--- src/logic/gated_timer_pkg.sv ---
/*
 * Constants shared by the gated 16-bit timer: register offsets, field
 * positions, reset values and encodings of the clock and gate selections.
 * Assumes a plain byte-wide register port with one-cycle strobes.
 */
package gated_timer_pkg;

	// ****************************************
	// Register offsets
	// ****************************************
	localparam logic [2:0] ADDR_COUNT_LOW = 3'h0;
	localparam logic [2:0] ADDR_COUNT_HIGH = 3'h1;
	localparam logic [2:0] ADDR_TIMER_CONTROL = 3'h2;
	localparam logic [2:0] ADDR_GATE_CONTROL = 3'h3;
	localparam logic [2:0] ADDR_FLAGS = 3'h4;

	// ****************************************
	// Reset values
	// ****************************************
	localparam logic [7:0] TIMER_CONTROL_RESET = 8'h00;
	localparam logic [7:0] GATE_CONTROL_RESET = 8'h00;
	localparam logic [15:0] COUNT_RESET = 16'h0000;
	localparam logic [2:0] PRESCALE_RESET = 3'h0;

	// ****************************************
	// Timer control fields
	// ****************************************
	localparam int TC_TIMER_ON = 0;
	localparam int TC_WIDE_ACCESS = 1;
	localparam int TC_SYNC_BYPASS = 2;
	localparam int TC_OSC_ENABLE = 3;
	localparam int TC_PRESCALE_LSB = 4;
	localparam int TC_SOURCE_LSB = 6;

	// ****************************************
	// Gate control fields
	// ****************************************
	localparam int GC_SOURCE_LSB = 0;
	localparam int GC_CURRENT_STATE = 2;
	localparam int GC_ACQUIRE_STATUS = 3;
	localparam int GC_SINGLE_PULSE = 4;
	localparam int GC_TOGGLE = 5;
	localparam int GC_POLARITY = 6;
	localparam int GC_ENABLE = 7;

	// ****************************************
	// Flag register fields
	// ****************************************
	localparam int FL_OVERFLOW = 0;
	localparam int FL_GATE_EVENT = 1;

	// ****************************************
	// Encodings
	// ****************************************
	localparam logic [1:0] SRC_INSTR_CLOCK = 2'h0;
	localparam logic [1:0] SRC_SYSTEM_CLOCK = 2'h1;
	localparam logic [1:0] SRC_EXTERNAL = 2'h2;
	localparam logic [1:0] GSRC_PIN = 2'h0;
	localparam logic [1:0] GSRC_PERIOD_MATCH = 2'h1;
	localparam logic [1:0] GSRC_COMP1 = 2'h2;
	localparam logic [1:0] GSRC_COMP2 = 2'h3;
	localparam logic [1:0] INSTR_DIVIDE_LAST = 2'h3;
	localparam logic [15:0] COUNT_MAX = 16'hFFFF;

endpackage : gated_timer_pkg

--- src/logic/gated_sixteen_bit_timer.sv ---
/*
 * Gated 16-bit timer/counter with prescaler, gate polarity, toggle and
 * single-pulse functions and buffered 16-bit access.
 * Assumes all pins synchronous to i_clk and a byte-wide register port whose
 * read data stand in the cycle after the read strobe.
 */
// Strobed register access and the address map are this design's own decisions.
// Function
// RL1: Source field picks instruction clock, system clock, or pin/oscillator per enable bit.
// RL2: Count pin rising edges count only after first falling edge once set up.
// RL3: Prescale field divides selected clock by 1, 2, 4 or 8.
// RL4: Sync bypass bit skips pin synchroniser for external source; ignored otherwise.
// RL5: Oscillator enable bit turns secondary oscillator on as timer source.
// RL6: Count only while on; gate enable chooses gated or free counting.
// RL7: Gate polarity one counts while gate high, zero while gate low.
// RL8: Toggle mode flips gate flip-flop on rising gate edges; otherwise held clear.
// RL9: Single-pulse bit hands gate control to the single-pulse logic.
// RL10: Acquire status reads one while armed and waiting, zero otherwise.
// RL11: Clearing single-pulse mode clears the acquire status bit.
// RL12: Gate state bit shows applied gate level regardless of gate enable.
// RL13: Gate source field picks pin, period match, comparator one or two.
// RL14: Watchdog oscillator request follows gate enable regardless of on bit.
// RL15: Software should write gate control before timer control.
// RL16: Software should not use system clock with capture or compare.
// RL17: Wide access bit gives 16-bit access; otherwise two independent bytes.
// RL18: In wide mode low byte read copies live high byte into buffer.
// RL19: In wide mode high writes go to buffer, loaded on low write.
// RL20: Low byte write clears prescaler; high byte write leaves it.
// RL21: Counter is 16 bits as readable and writable high and low bytes.
// RL22: Counter wraps from maximum to zero and latches an overflow flag.
// RL23: Falling edge of gate state sets gate event flag even ungated.
// RL24: Single-pulse acquisition ends at trailing edge; no counting until rearmed.
// RL25: Reset clears control registers, counter and prescaler.
module gated_sixteen_bit_timer (
	input wire logic i_clk,
	input wire logic i_nrst,
	input wire logic [2:0] i_addr,
	input wire logic [7:0] i_wdata,
	input wire logic i_wr,
	input wire logic i_rd,
	input wire logic i_count_pin,
	input wire logic i_secondary_oscillator,
	input wire logic i_gate_pin,
	input wire logic i_period_match,
	input wire logic i_comp1,
	input wire logic i_comp2,
	output logic [7:0] o_rdata,
	output logic o_overflow_flag,
	output logic o_gate_event_flag,
	output logic o_osc_enable,
	output logic o_watchdog_osc_on
);

	// ****************************************
	// Registers
	// ****************************************
	logic [7:0] timer_control_reg;
	logic [7:0] gate_control_reg;
	logic [15:0] count_reg;
	logic [7:0] high_buffer_reg;
	logic [2:0] prescale_reg;
	logic [1:0] instr_div_reg;
	logic [1:0] ext_sync_reg;
	logic ext_prev_reg;
	logic ext_armed_reg;
	logic gate_src_prev_reg;
	logic toggle_reg;
	logic acquire_reg;
	logic pulse_seen_reg;
	logic gate_val_reg;
	logic overflow_reg;
	logic gate_event_reg;

	// Field views
	logic [1:0] clock_source_select, prescale_select, gate_source_select;
	logic secondary_osc_enable, ext_clock_sync_bypass, wide_access_mode, timer_on, gate_enable;
	logic gate_polarity, gate_toggle_mode, gate_single_pulse_mode;

	assign clock_source_select = timer_control_reg[gated_timer_pkg::TC_SOURCE_LSB +: 2];
	assign prescale_select = timer_control_reg[gated_timer_pkg::TC_PRESCALE_LSB +: 2];
	assign secondary_osc_enable = timer_control_reg[gated_timer_pkg::TC_OSC_ENABLE];
	assign ext_clock_sync_bypass = timer_control_reg[gated_timer_pkg::TC_SYNC_BYPASS];
	assign wide_access_mode = timer_control_reg[gated_timer_pkg::TC_WIDE_ACCESS];
	assign timer_on = timer_control_reg[gated_timer_pkg::TC_TIMER_ON];
	assign gate_enable = gate_control_reg[gated_timer_pkg::GC_ENABLE];
	assign gate_polarity = gate_control_reg[gated_timer_pkg::GC_POLARITY];
	assign gate_toggle_mode = gate_control_reg[gated_timer_pkg::GC_TOGGLE];
	assign gate_single_pulse_mode = gate_control_reg[gated_timer_pkg::GC_SINGLE_PULSE];
	assign gate_source_select = gate_control_reg[gated_timer_pkg::GC_SOURCE_LSB +: 2];

	// Register decode strobes
	logic wr_low, wr_high, wr_tc, wr_gc, wr_flags, rd_low;
	assign wr_low = i_wr && (i_addr == gated_timer_pkg::ADDR_COUNT_LOW);
	assign wr_high = i_wr && (i_addr == gated_timer_pkg::ADDR_COUNT_HIGH);
	assign wr_tc = i_wr && (i_addr == gated_timer_pkg::ADDR_TIMER_CONTROL);
	assign wr_gc = i_wr && (i_addr == gated_timer_pkg::ADDR_GATE_CONTROL);
	assign wr_flags = i_wr && (i_addr == gated_timer_pkg::ADDR_FLAGS);
	assign rd_low = i_rd && (i_addr == gated_timer_pkg::ADDR_COUNT_LOW);

	// ****************************************
	// Clock source and prescaler
	// ****************************************
	logic ext_raw, ext_level, ext_rise, src_tick, pre_tick;
	logic [2:0] prescale_mask;

	// Pin or oscillator, synchronised unless bypassed
	assign ext_raw = secondary_osc_enable ? i_secondary_oscillator : i_count_pin; // RL1 RL5
	assign ext_level = ext_clock_sync_bypass ? ext_raw : ext_sync_reg[1]; // RL4

	// Synchroniser for the external source
	always_ff @(posedge i_clk or negedge i_nrst) begin
		if (!i_nrst) begin
			ext_sync_reg <= 2'h0;
		end else begin
			ext_sync_reg <= {ext_sync_reg[0], ext_raw};
		end
	end

	// First falling edge arms the external counter
	always_ff @(posedge i_clk or negedge i_nrst) begin
		if (!i_nrst) begin
			ext_prev_reg <= 1'b0;
			ext_armed_reg <= 1'b0;
		end else begin
			ext_prev_reg <= ext_level;
			if (wr_tc || clock_source_select != gated_timer_pkg::SRC_EXTERNAL) begin
				ext_armed_reg <= 1'b0; // RL2
			end else if (ext_prev_reg && !ext_level) begin
				ext_armed_reg <= 1'b1; // RL2
			end
		end
	end

	assign ext_rise = ext_armed_reg && !ext_prev_reg && ext_level; // RL2

	// Instruction clock is one system tick in four
	always_ff @(posedge i_clk or negedge i_nrst) begin
		if (!i_nrst) begin
			instr_div_reg <= 2'h0;
		end else begin
			instr_div_reg <= instr_div_reg + 2'h1;
		end
	end

	// Selected input tick
	always_comb begin
		case (clock_source_select)
			gated_timer_pkg::SRC_INSTR_CLOCK: src_tick = (instr_div_reg == gated_timer_pkg::INSTR_DIVIDE_LAST); // RL1
			gated_timer_pkg::SRC_SYSTEM_CLOCK: src_tick = 1'b1; // RL1
			gated_timer_pkg::SRC_EXTERNAL: src_tick = ext_rise; // RL1
			default: src_tick = 1'b0;
		endcase
	end

	// Divide ratio mask 1, 2, 4, 8
	always_comb begin
		case (prescale_select)
			2'h0: prescale_mask = 3'h0;
			2'h1: prescale_mask = 3'h1;
			2'h2: prescale_mask = 3'h3;
			default: prescale_mask = 3'h7;
		endcase
	end

	logic gate_open, count_tick;
	assign pre_tick = src_tick && ((prescale_reg & prescale_mask) == prescale_mask); // RL3
	assign count_tick = timer_on && pre_tick && (!gate_enable || gate_open); // RL6

	// Prescaler counter, cleared by low byte write
	always_ff @(posedge i_clk or negedge i_nrst) begin
		if (!i_nrst) begin
			prescale_reg <= gated_timer_pkg::PRESCALE_RESET; // RL25
		end else if (wr_low) begin
			prescale_reg <= gated_timer_pkg::PRESCALE_RESET; // RL20
		end else if (timer_on && src_tick) begin
			prescale_reg <= prescale_reg + 3'h1; // RL3
		end
	end

	// ****************************************
	// Gate path
	// ****************************************
	logic gate_src, gate_pol, gate_tgl, gate_level;

	// Source selection
	always_comb begin
		case (gate_source_select)
			gated_timer_pkg::GSRC_PIN: gate_src = i_gate_pin; // RL13
			gated_timer_pkg::GSRC_PERIOD_MATCH: gate_src = i_period_match; // RL13
			gated_timer_pkg::GSRC_COMP1: gate_src = i_comp1; // RL13
			gated_timer_pkg::GSRC_COMP2: gate_src = i_comp2; // RL13
			default: gate_src = 1'b0;
		endcase
	end

	assign gate_pol = gate_polarity ? gate_src : !gate_src; // RL7
	assign gate_tgl = gate_toggle_mode ? toggle_reg : gate_pol;
	assign gate_level = gate_single_pulse_mode ? (gate_tgl && acquire_reg) : gate_tgl; // RL9
	assign gate_open = gate_val_reg;

	// Toggle flip-flop on rising active gate edges
	always_ff @(posedge i_clk or negedge i_nrst) begin
		if (!i_nrst) begin
			gate_src_prev_reg <= 1'b0;
			toggle_reg <= 1'b0;
		end else begin
			gate_src_prev_reg <= gate_pol;
			if (!gate_toggle_mode) begin
				toggle_reg <= 1'b0; // RL8
			end else if (gate_pol && !gate_src_prev_reg) begin
				toggle_reg <= !toggle_reg; // RL8
			end
		end
	end

	// Single-pulse acquisition status
	always_ff @(posedge i_clk or negedge i_nrst) begin
		if (!i_nrst) begin
			acquire_reg <= 1'b0;
			pulse_seen_reg <= 1'b0;
		end else if (!gate_single_pulse_mode || (wr_gc && !i_wdata[gated_timer_pkg::GC_SINGLE_PULSE])) begin
			acquire_reg <= 1'b0; // RL11
			pulse_seen_reg <= 1'b0;
		end else if (wr_gc && i_wdata[gated_timer_pkg::GC_ACQUIRE_STATUS]) begin
			acquire_reg <= 1'b1; // RL10
			pulse_seen_reg <= 1'b0;
		end else if (acquire_reg && gate_tgl) begin
			pulse_seen_reg <= 1'b1;
		end else if (acquire_reg && pulse_seen_reg && !gate_tgl) begin
			acquire_reg <= 1'b0; // RL24
		end
	end

	// Gate state and gate event flag
	always_ff @(posedge i_clk or negedge i_nrst) begin
		if (!i_nrst) begin
			gate_val_reg <= 1'b0;
			gate_event_reg <= 1'b0;
		end else begin
			gate_val_reg <= gate_level; // RL12
			if (gate_val_reg && !gate_level) begin
				gate_event_reg <= 1'b1; // RL23
			end else if (wr_flags && i_wdata[gated_timer_pkg::FL_GATE_EVENT]) begin
				gate_event_reg <= 1'b0;
			end
		end
	end

	// ****************************************
	// Control registers
	// ****************************************
	always_ff @(posedge i_clk or negedge i_nrst) begin
		if (!i_nrst) begin
			timer_control_reg <= gated_timer_pkg::TIMER_CONTROL_RESET; // RL25
			gate_control_reg <= gated_timer_pkg::GATE_CONTROL_RESET; // RL25
		end else begin
			if (wr_tc) begin
				timer_control_reg <= i_wdata;
			end
			if (wr_gc) begin
				gate_control_reg <= i_wdata;
			end
		end
	end

	// ****************************************
	// Counter and high byte buffer
	// ****************************************
	always_ff @(posedge i_clk or negedge i_nrst) begin
		if (!i_nrst) begin
			count_reg <= gated_timer_pkg::COUNT_RESET; // RL25
		end else if (wr_low) begin
			count_reg <= {wide_access_mode ? high_buffer_reg : count_reg[15:8], i_wdata}; // RL19 RL21
		end else if (wr_high && !wide_access_mode) begin
			count_reg <= {i_wdata, count_reg[7:0]}; // RL17 RL21
		end else if (count_tick) begin
			count_reg <= count_reg + 16'h0001; // RL22
		end
	end

	always_ff @(posedge i_clk or negedge i_nrst) begin
		if (!i_nrst) begin
			high_buffer_reg <= 8'h00;
		end else if (wr_high && wide_access_mode) begin
			high_buffer_reg <= i_wdata; // RL19
		end else if (rd_low && wide_access_mode) begin
			high_buffer_reg <= count_reg[15:8]; // RL18
		end
	end

	// Overflow flag, set wins over clear
	always_ff @(posedge i_clk or negedge i_nrst) begin
		if (!i_nrst) begin
			overflow_reg <= 1'b0;
		end else if (count_tick && !wr_low && !(wr_high && !wide_access_mode)
			&& count_reg == gated_timer_pkg::COUNT_MAX) begin
			overflow_reg <= 1'b1; // RL22
		end else if (wr_flags && i_wdata[gated_timer_pkg::FL_OVERFLOW]) begin
			overflow_reg <= 1'b0;
		end
	end

	// ****************************************
	// Read port and outputs
	// ****************************************
	always_ff @(posedge i_clk or negedge i_nrst) begin
		if (!i_nrst) begin
			o_rdata <= 8'h00;
		end else if (i_rd) begin
			case (i_addr)
				gated_timer_pkg::ADDR_COUNT_LOW: o_rdata <= count_reg[7:0];
				gated_timer_pkg::ADDR_COUNT_HIGH: o_rdata <= wide_access_mode ? high_buffer_reg : count_reg[15:8];
				gated_timer_pkg::ADDR_TIMER_CONTROL: o_rdata <= timer_control_reg;
				gated_timer_pkg::ADDR_GATE_CONTROL: o_rdata <= {gate_control_reg[7:4], acquire_reg,
					gate_val_reg, gate_control_reg[1:0]}; // RL10 RL12
				gated_timer_pkg::ADDR_FLAGS: o_rdata <= {6'h00, gate_event_reg, overflow_reg};
				default: o_rdata <= 8'h00;
			endcase
		end else begin
			o_rdata <= 8'h00;
		end
	end

	// Flags and oscillator requests
	always_ff @(posedge i_clk or negedge i_nrst) begin
		if (!i_nrst) begin
			o_overflow_flag <= 1'b0;
			o_gate_event_flag <= 1'b0;
			o_osc_enable <= 1'b0;
			o_watchdog_osc_on <= 1'b0;
		end else begin
			o_overflow_flag <= overflow_reg;
			o_gate_event_flag <= gate_event_reg;
			o_osc_enable <= secondary_osc_enable; // RL5
			o_watchdog_osc_on <= gate_enable; // RL14
		end
	end

	// ****************************************
	// Assertions
	// ****************************************
	a_prescale_clear: assert property (@(posedge i_clk) disable iff (!i_nrst) // RL20
		wr_low |=> prescale_reg == gated_timer_pkg::PRESCALE_RESET) else $error("prescaler not cleared");
	a_wrap_flag: assert property (@(posedge i_clk) disable iff (!i_nrst) // RL22
		(count_tick && !i_wr && count_reg == gated_timer_pkg::COUNT_MAX) |=> (count_reg == 16'h0000 && overflow_reg))
		else $error("overflow wrap wrong");
	a_off_holds: assert property (@(posedge i_clk) disable iff (!i_nrst) // RL6
		(!timer_on && !i_wr) |=> $stable(count_reg)) else $error("counted while off");
	a_spm_clear: assert property (@(posedge i_clk) disable iff (!i_nrst) // RL11
		!gate_single_pulse_mode |=> !acquire_reg) else $error("acquire not cleared");
	a_toggle_clear: assert property (@(posedge i_clk) disable iff (!i_nrst) // RL8
		!gate_toggle_mode |=> !toggle_reg) else $error("toggle not held");
	a_gate_event: assert property (@(posedge i_clk) disable iff (!i_nrst) // RL23
		$fell(gate_val_reg) |-> gate_event_reg) else $error("gate event missed");
	a_wide_read: assert property (@(posedge i_clk) disable iff (!i_nrst) // RL18
		(rd_low && wide_access_mode && !i_wr) |=> high_buffer_reg == $past(count_reg[15:8]))
		else $error("buffer not loaded");
	a_wide_write: assert property (@(posedge i_clk) disable iff (!i_nrst) // RL19
		(wr_high && wide_access_mode) |=> $stable(count_reg[15:8]) || $past(count_tick))
		else $error("high written directly");
	a_wdt_osc: assert property (@(posedge i_clk) disable iff (!i_nrst) // RL14
		##1 o_watchdog_osc_on == $past(gate_enable)) else $error("watchdog request wrong");
	c_overflow: cover property (@(posedge i_clk) disable iff (!i_nrst) $rose(overflow_reg));
	c_pulse_done: cover property (@(posedge i_clk) disable iff (!i_nrst) $fell(acquire_reg));
	c_ext_count: cover property (@(posedge i_clk) disable iff (!i_nrst) ext_rise && count_tick);

endmodule : gated_sixteen_bit_timer

--- config.mk ---
export PLATFORM = sky130hd
export DESIGN_NAME = gated_sixteen_bit_timer
export DESIGN_NICKNAME = d
export VERILOG_FILES = /design/src/logic/gated_timer_pkg.sv /design/src/logic/gated_sixteen_bit_timer.sv
export SDC_FILE = /design/constraint.sdc
export NUM_CORES = 1
export LEC_CHECK = 0
export ABC_CLOCK_PERIOD_IN_PS = 1790
export BUFFER_PORTS_ARGS = -buffer_cell sky130_fd_sc_hd__buf_4
export CAP_MARGIN = 5
export CORE_UTILIZATION = 53
export DETAILED_ROUTE_END_ITERATION = 8
export GPL_ROUTABILITY_DRIVEN = 1
export PLACE_DENSITY_LB_ADDON = 0.1
export SLEW_MARGIN = 10
export SYNTH_ARGS = -nofsm -noshare
export SYNTH_HDL_FRONTEND = slang
export SYNTH_SLANG_ARGS = --single-unit
--- constraint.sdc ---
create_clock -name i_clk -period 1.79 [get_ports i_clk]
set_clock_uncertainty 0.1 [all_clocks]
set_input_delay 0.358 -clock i_clk [delete_from_list [all_inputs] [get_ports i_clk]]
set_output_delay 0.358 -clock i_clk [all_outputs]
set_load 0.05 [all_outputs]
==> reports/metrics.cfg <==
[global_routing]
grt_max_degree = 37
antenna_found_initial = 0
grt_overflow = 0
grt_pass1_vias = 2926
grt_usage_pct = 31.8
grt_pass1_wl_um = 15200

[yosys]
synth_area_leaders = dfrtp_1, mux2_2, a22oi_1
yosysTopAreaCell = dfrtp_1
yosysWarningCount = 0
synth-edff-count = 0
syn_area_per_cell_sq_um = 9.87
synth_most_common_cell = dfrtp_1
syn_nets = 370
synth_common_cells = dfrtp_1, nand2_1, o21ai_0, a21oi_1, a22oi_1
synth_area_sq_mm = 0.00341
syn_inst = 346
synth_flop_cell = dfrtp_1
synth-seq-cells = 66
yosysTopAreaCellShare_pct = 48.4
synth_seq_area_share_pct = 48.4
ys_async_sr_fraction_pct = 100
ys_types = 52

[drt]
vias_per_cell = 6.02
drt-initial-drc-count = 225
vias = 3123
drtAntennaViolNets = 0
wl_per_cell_um = 19.7
routed_wl_um = 10200
drcViolationCount = 0
dr.pass1.iters = 5

[cells_and_area]
final_util_pct = 76.9
fin_cells = 519
diodes = 0
nets = 463
synthToLayoutAreaGrowth_pct = 36.5
drive_gt1_share_pct = 37.6
largest_register_ffs = 16

[worst_setup_path]
path_class = reg2reg
end_kind = flip-flop
crit_chain = mux2_4 > mux2i_4 > o31ai_4 > buf_6 > nand2_4 > or3_1 > o311ai_2
critPathSlowestCell = dfrtp_1
critPathLaunchType = flip-flop
required_ns = 1.95
critPathArrivalTime_ns = 2.14
crit_fanout = 5
crit_buf_inv = 1
max_stage_delay_ns = 0.39
cp_top_family = compound AO/OA/AOI/OAI gates

[floorplanning]
core_sq_mm = 0.00606
rows = 28
dieArea_sq_mm = 0.00677
dieWidth_um = 82.3
initial_core_util_pct = 56.3
die_y_um = 82.3
io_pins = 33

[placement]
portBuffers = 32
place_ws_ns = -0.217
dp_hpwl_um = 7130
dp.cells = 494
place_congestion = 0.942

[timing]
hold_viol = 0
finalCritPeriodShare_pct = 111
drv_slew = 0
rsz0062_at_grt = true
finalSetupViolations = 17
maxSlewHeadroom_pct = 71.0
fin_crit_ns = 1.99
whs_ns = 0.171
setup_ws_ns = -0.197
clock.fmax_ghz = 0.503
worstMarginPinSlew_ns = 0.431

[clock_tree]
numCtsBuffers = 9
ctsRootBufferMaster = clkbuf_8
htree_levels = 3
clkSlewWorstSetupHoldPaths_ns = 0.07
clockBufferDepth = 2
clock_latency_ns = 0.35
clock-sinks = 66
cts_tree = done

[status]
failed_checks = negative setup slack
status = finished with violations

[run]
max_cap_viol_count = 0

[power]
total_power_w = 0.00548
ir_drop_v = 0.000754
leakagePower_nw = 2.11
power.density_mw_per_mm2 = 1180

[min_path]
min_path_type = in2reg

[report_power, final]
| group | leakage, nW | total, W | switching [W] | internal (W) |
|---|---|---|---|---|
| logic | 1.19 | 0.00203 | 0.00103 | 0.000998 |
| registers | 0.822 | 0.00220 | 0.000333 | 0.00187 |
| clock network | 0.0990 | 0.00125 | 0.000607 | 0.000639 |
[through the flow]
step / setup TNS (ns) / cell area, sq um
after floorplan: -0.232 / 3470
after global placement: -1.62 / 4220
after detailed placement: -2.08 / 4220
after CTS: -1.54 / 4490
after global routing: -2.74 / 4660
final: -1.69 / 4660
[what timing repair did]
action / 4_1_cts / 5_1_grt
buffers inserted: 4 / 5
hold endpoints to repair: 17 / 0
gates resized for setup: 12 / 27
hold buffers: 1 / 0
pin swaps: 9 / 21
setup endpoints to repair: 16 / 22
[layout make-up]
class	instances	area (sq um)
flip-flops and latches	66	1650
repair buffers	103	890
well taps	75	93.8
inverters	11	41.3
clock inverters	7	70.1
clock buffers	9	124
fillers	433	1400
multi-input cells	248	1790
[logic make-up (layout without fill, tap and decap cells)]
family | count (synthesis) | count (layout) | share of synthesized area, %
flip-flops | 66 | 66 | 48.4
buffers and inverters | 32 | 130 | 3.81
AO/OA/AOI/OAI | 99 | 99 | 18.5
XOR/XNOR | 8 | 8 | 2.05
AND/OR/NAND/NOR | 107 | 107 | 15.9
adder cells (fa/ha/maj) | 3 | 3 | 1.10
multiplexers | 31 | 31 | 10.3
[placed cells by master (no fill, tap or decap), drive strengths merged, types with 2 or more instances in the layout]
| master | netlist | layout |
|---|---|---|
| nor2 | 19 | 19 |
| buf | 8 | 102 |
| and2 | 3 | 3 |
| and3 | 5 | 5 |
| nand4 | 10 | 10 |
| clkinv | 0 | 5 |
| nand3b | 3 | 3 |
| a22oi | 21 | 21 |
| mux2 | 19 | 19 |
| or2 | 2 | 2 |
| mux2i | 11 | 11 |
| nand2b | 4 | 4 |
| nor3b | 2 | 2 |
| nor3 | 5 | 5 |
| clkbuf | 13 | 9 |
| xor2 | 7 | 7 |
| o311ai | 3 | 3 |
| a21oi | 21 | 21 |
| nor2b | 2 | 2 |
| dfrtp | 66 | 66 |
| a31oi | 3 | 3 |
| ha | 3 | 3 |
| or3 | 3 | 3 |
| o2bb2ai | 2 | 2 |
| inv | 11 | 11 |
| o21ai | 31 | 31 |
| nand2 | 34 | 34 |
| nand3 | 10 | 10 |
| o22ai | 5 | 5 |
| a21o | 3 | 3 |
[final timing paths]
| kind | endpoint | cells after the start | slack, ns | startpoint |
|---|---|---|---|---|
| max | count_reg[6]$_DFFE_PN0P_ | 7 | -0.20 | timer_control_reg[3]$_DFFE_PN0P_ |
| min | ext_sync_reg[0]$_DFF_PN0_ | 2 | 0.17 | i_secondary_oscillator |
| max reg2reg | count_reg[6]$_DFFE_PN0P_ | 7 | -0.20 | timer_control_reg[3]$_DFFE_PN0P_ |
| min reg2reg | ext_sync_reg[1]$_DFF_PN0_ | 0 | 0.25 | ext_sync_reg[0]$_DFF_PN0_ |
| max in group asynchronous | count_reg[11]$_DFFE_PN0P_ | 3 | 0.78 | i_nrst |
| min in group asynchronous | high_buffer_reg[7]$_DFFE_PN0P_ | 2 | 0.33 | i_nrst |
[layer usage]
layer | vias to the layer above | track usage (%) | part of all wire [%]
met4 | 0 | 11.2 | 2.7
met1 | 1527 | 43.3 | 44
li1 | 1449 | - | -
met5 | - | 0 | 0
met3 | 27 | 5.60 | 6.9
met2 | 120 | 50.7 | 47
(Power assumes the default switching activity.)
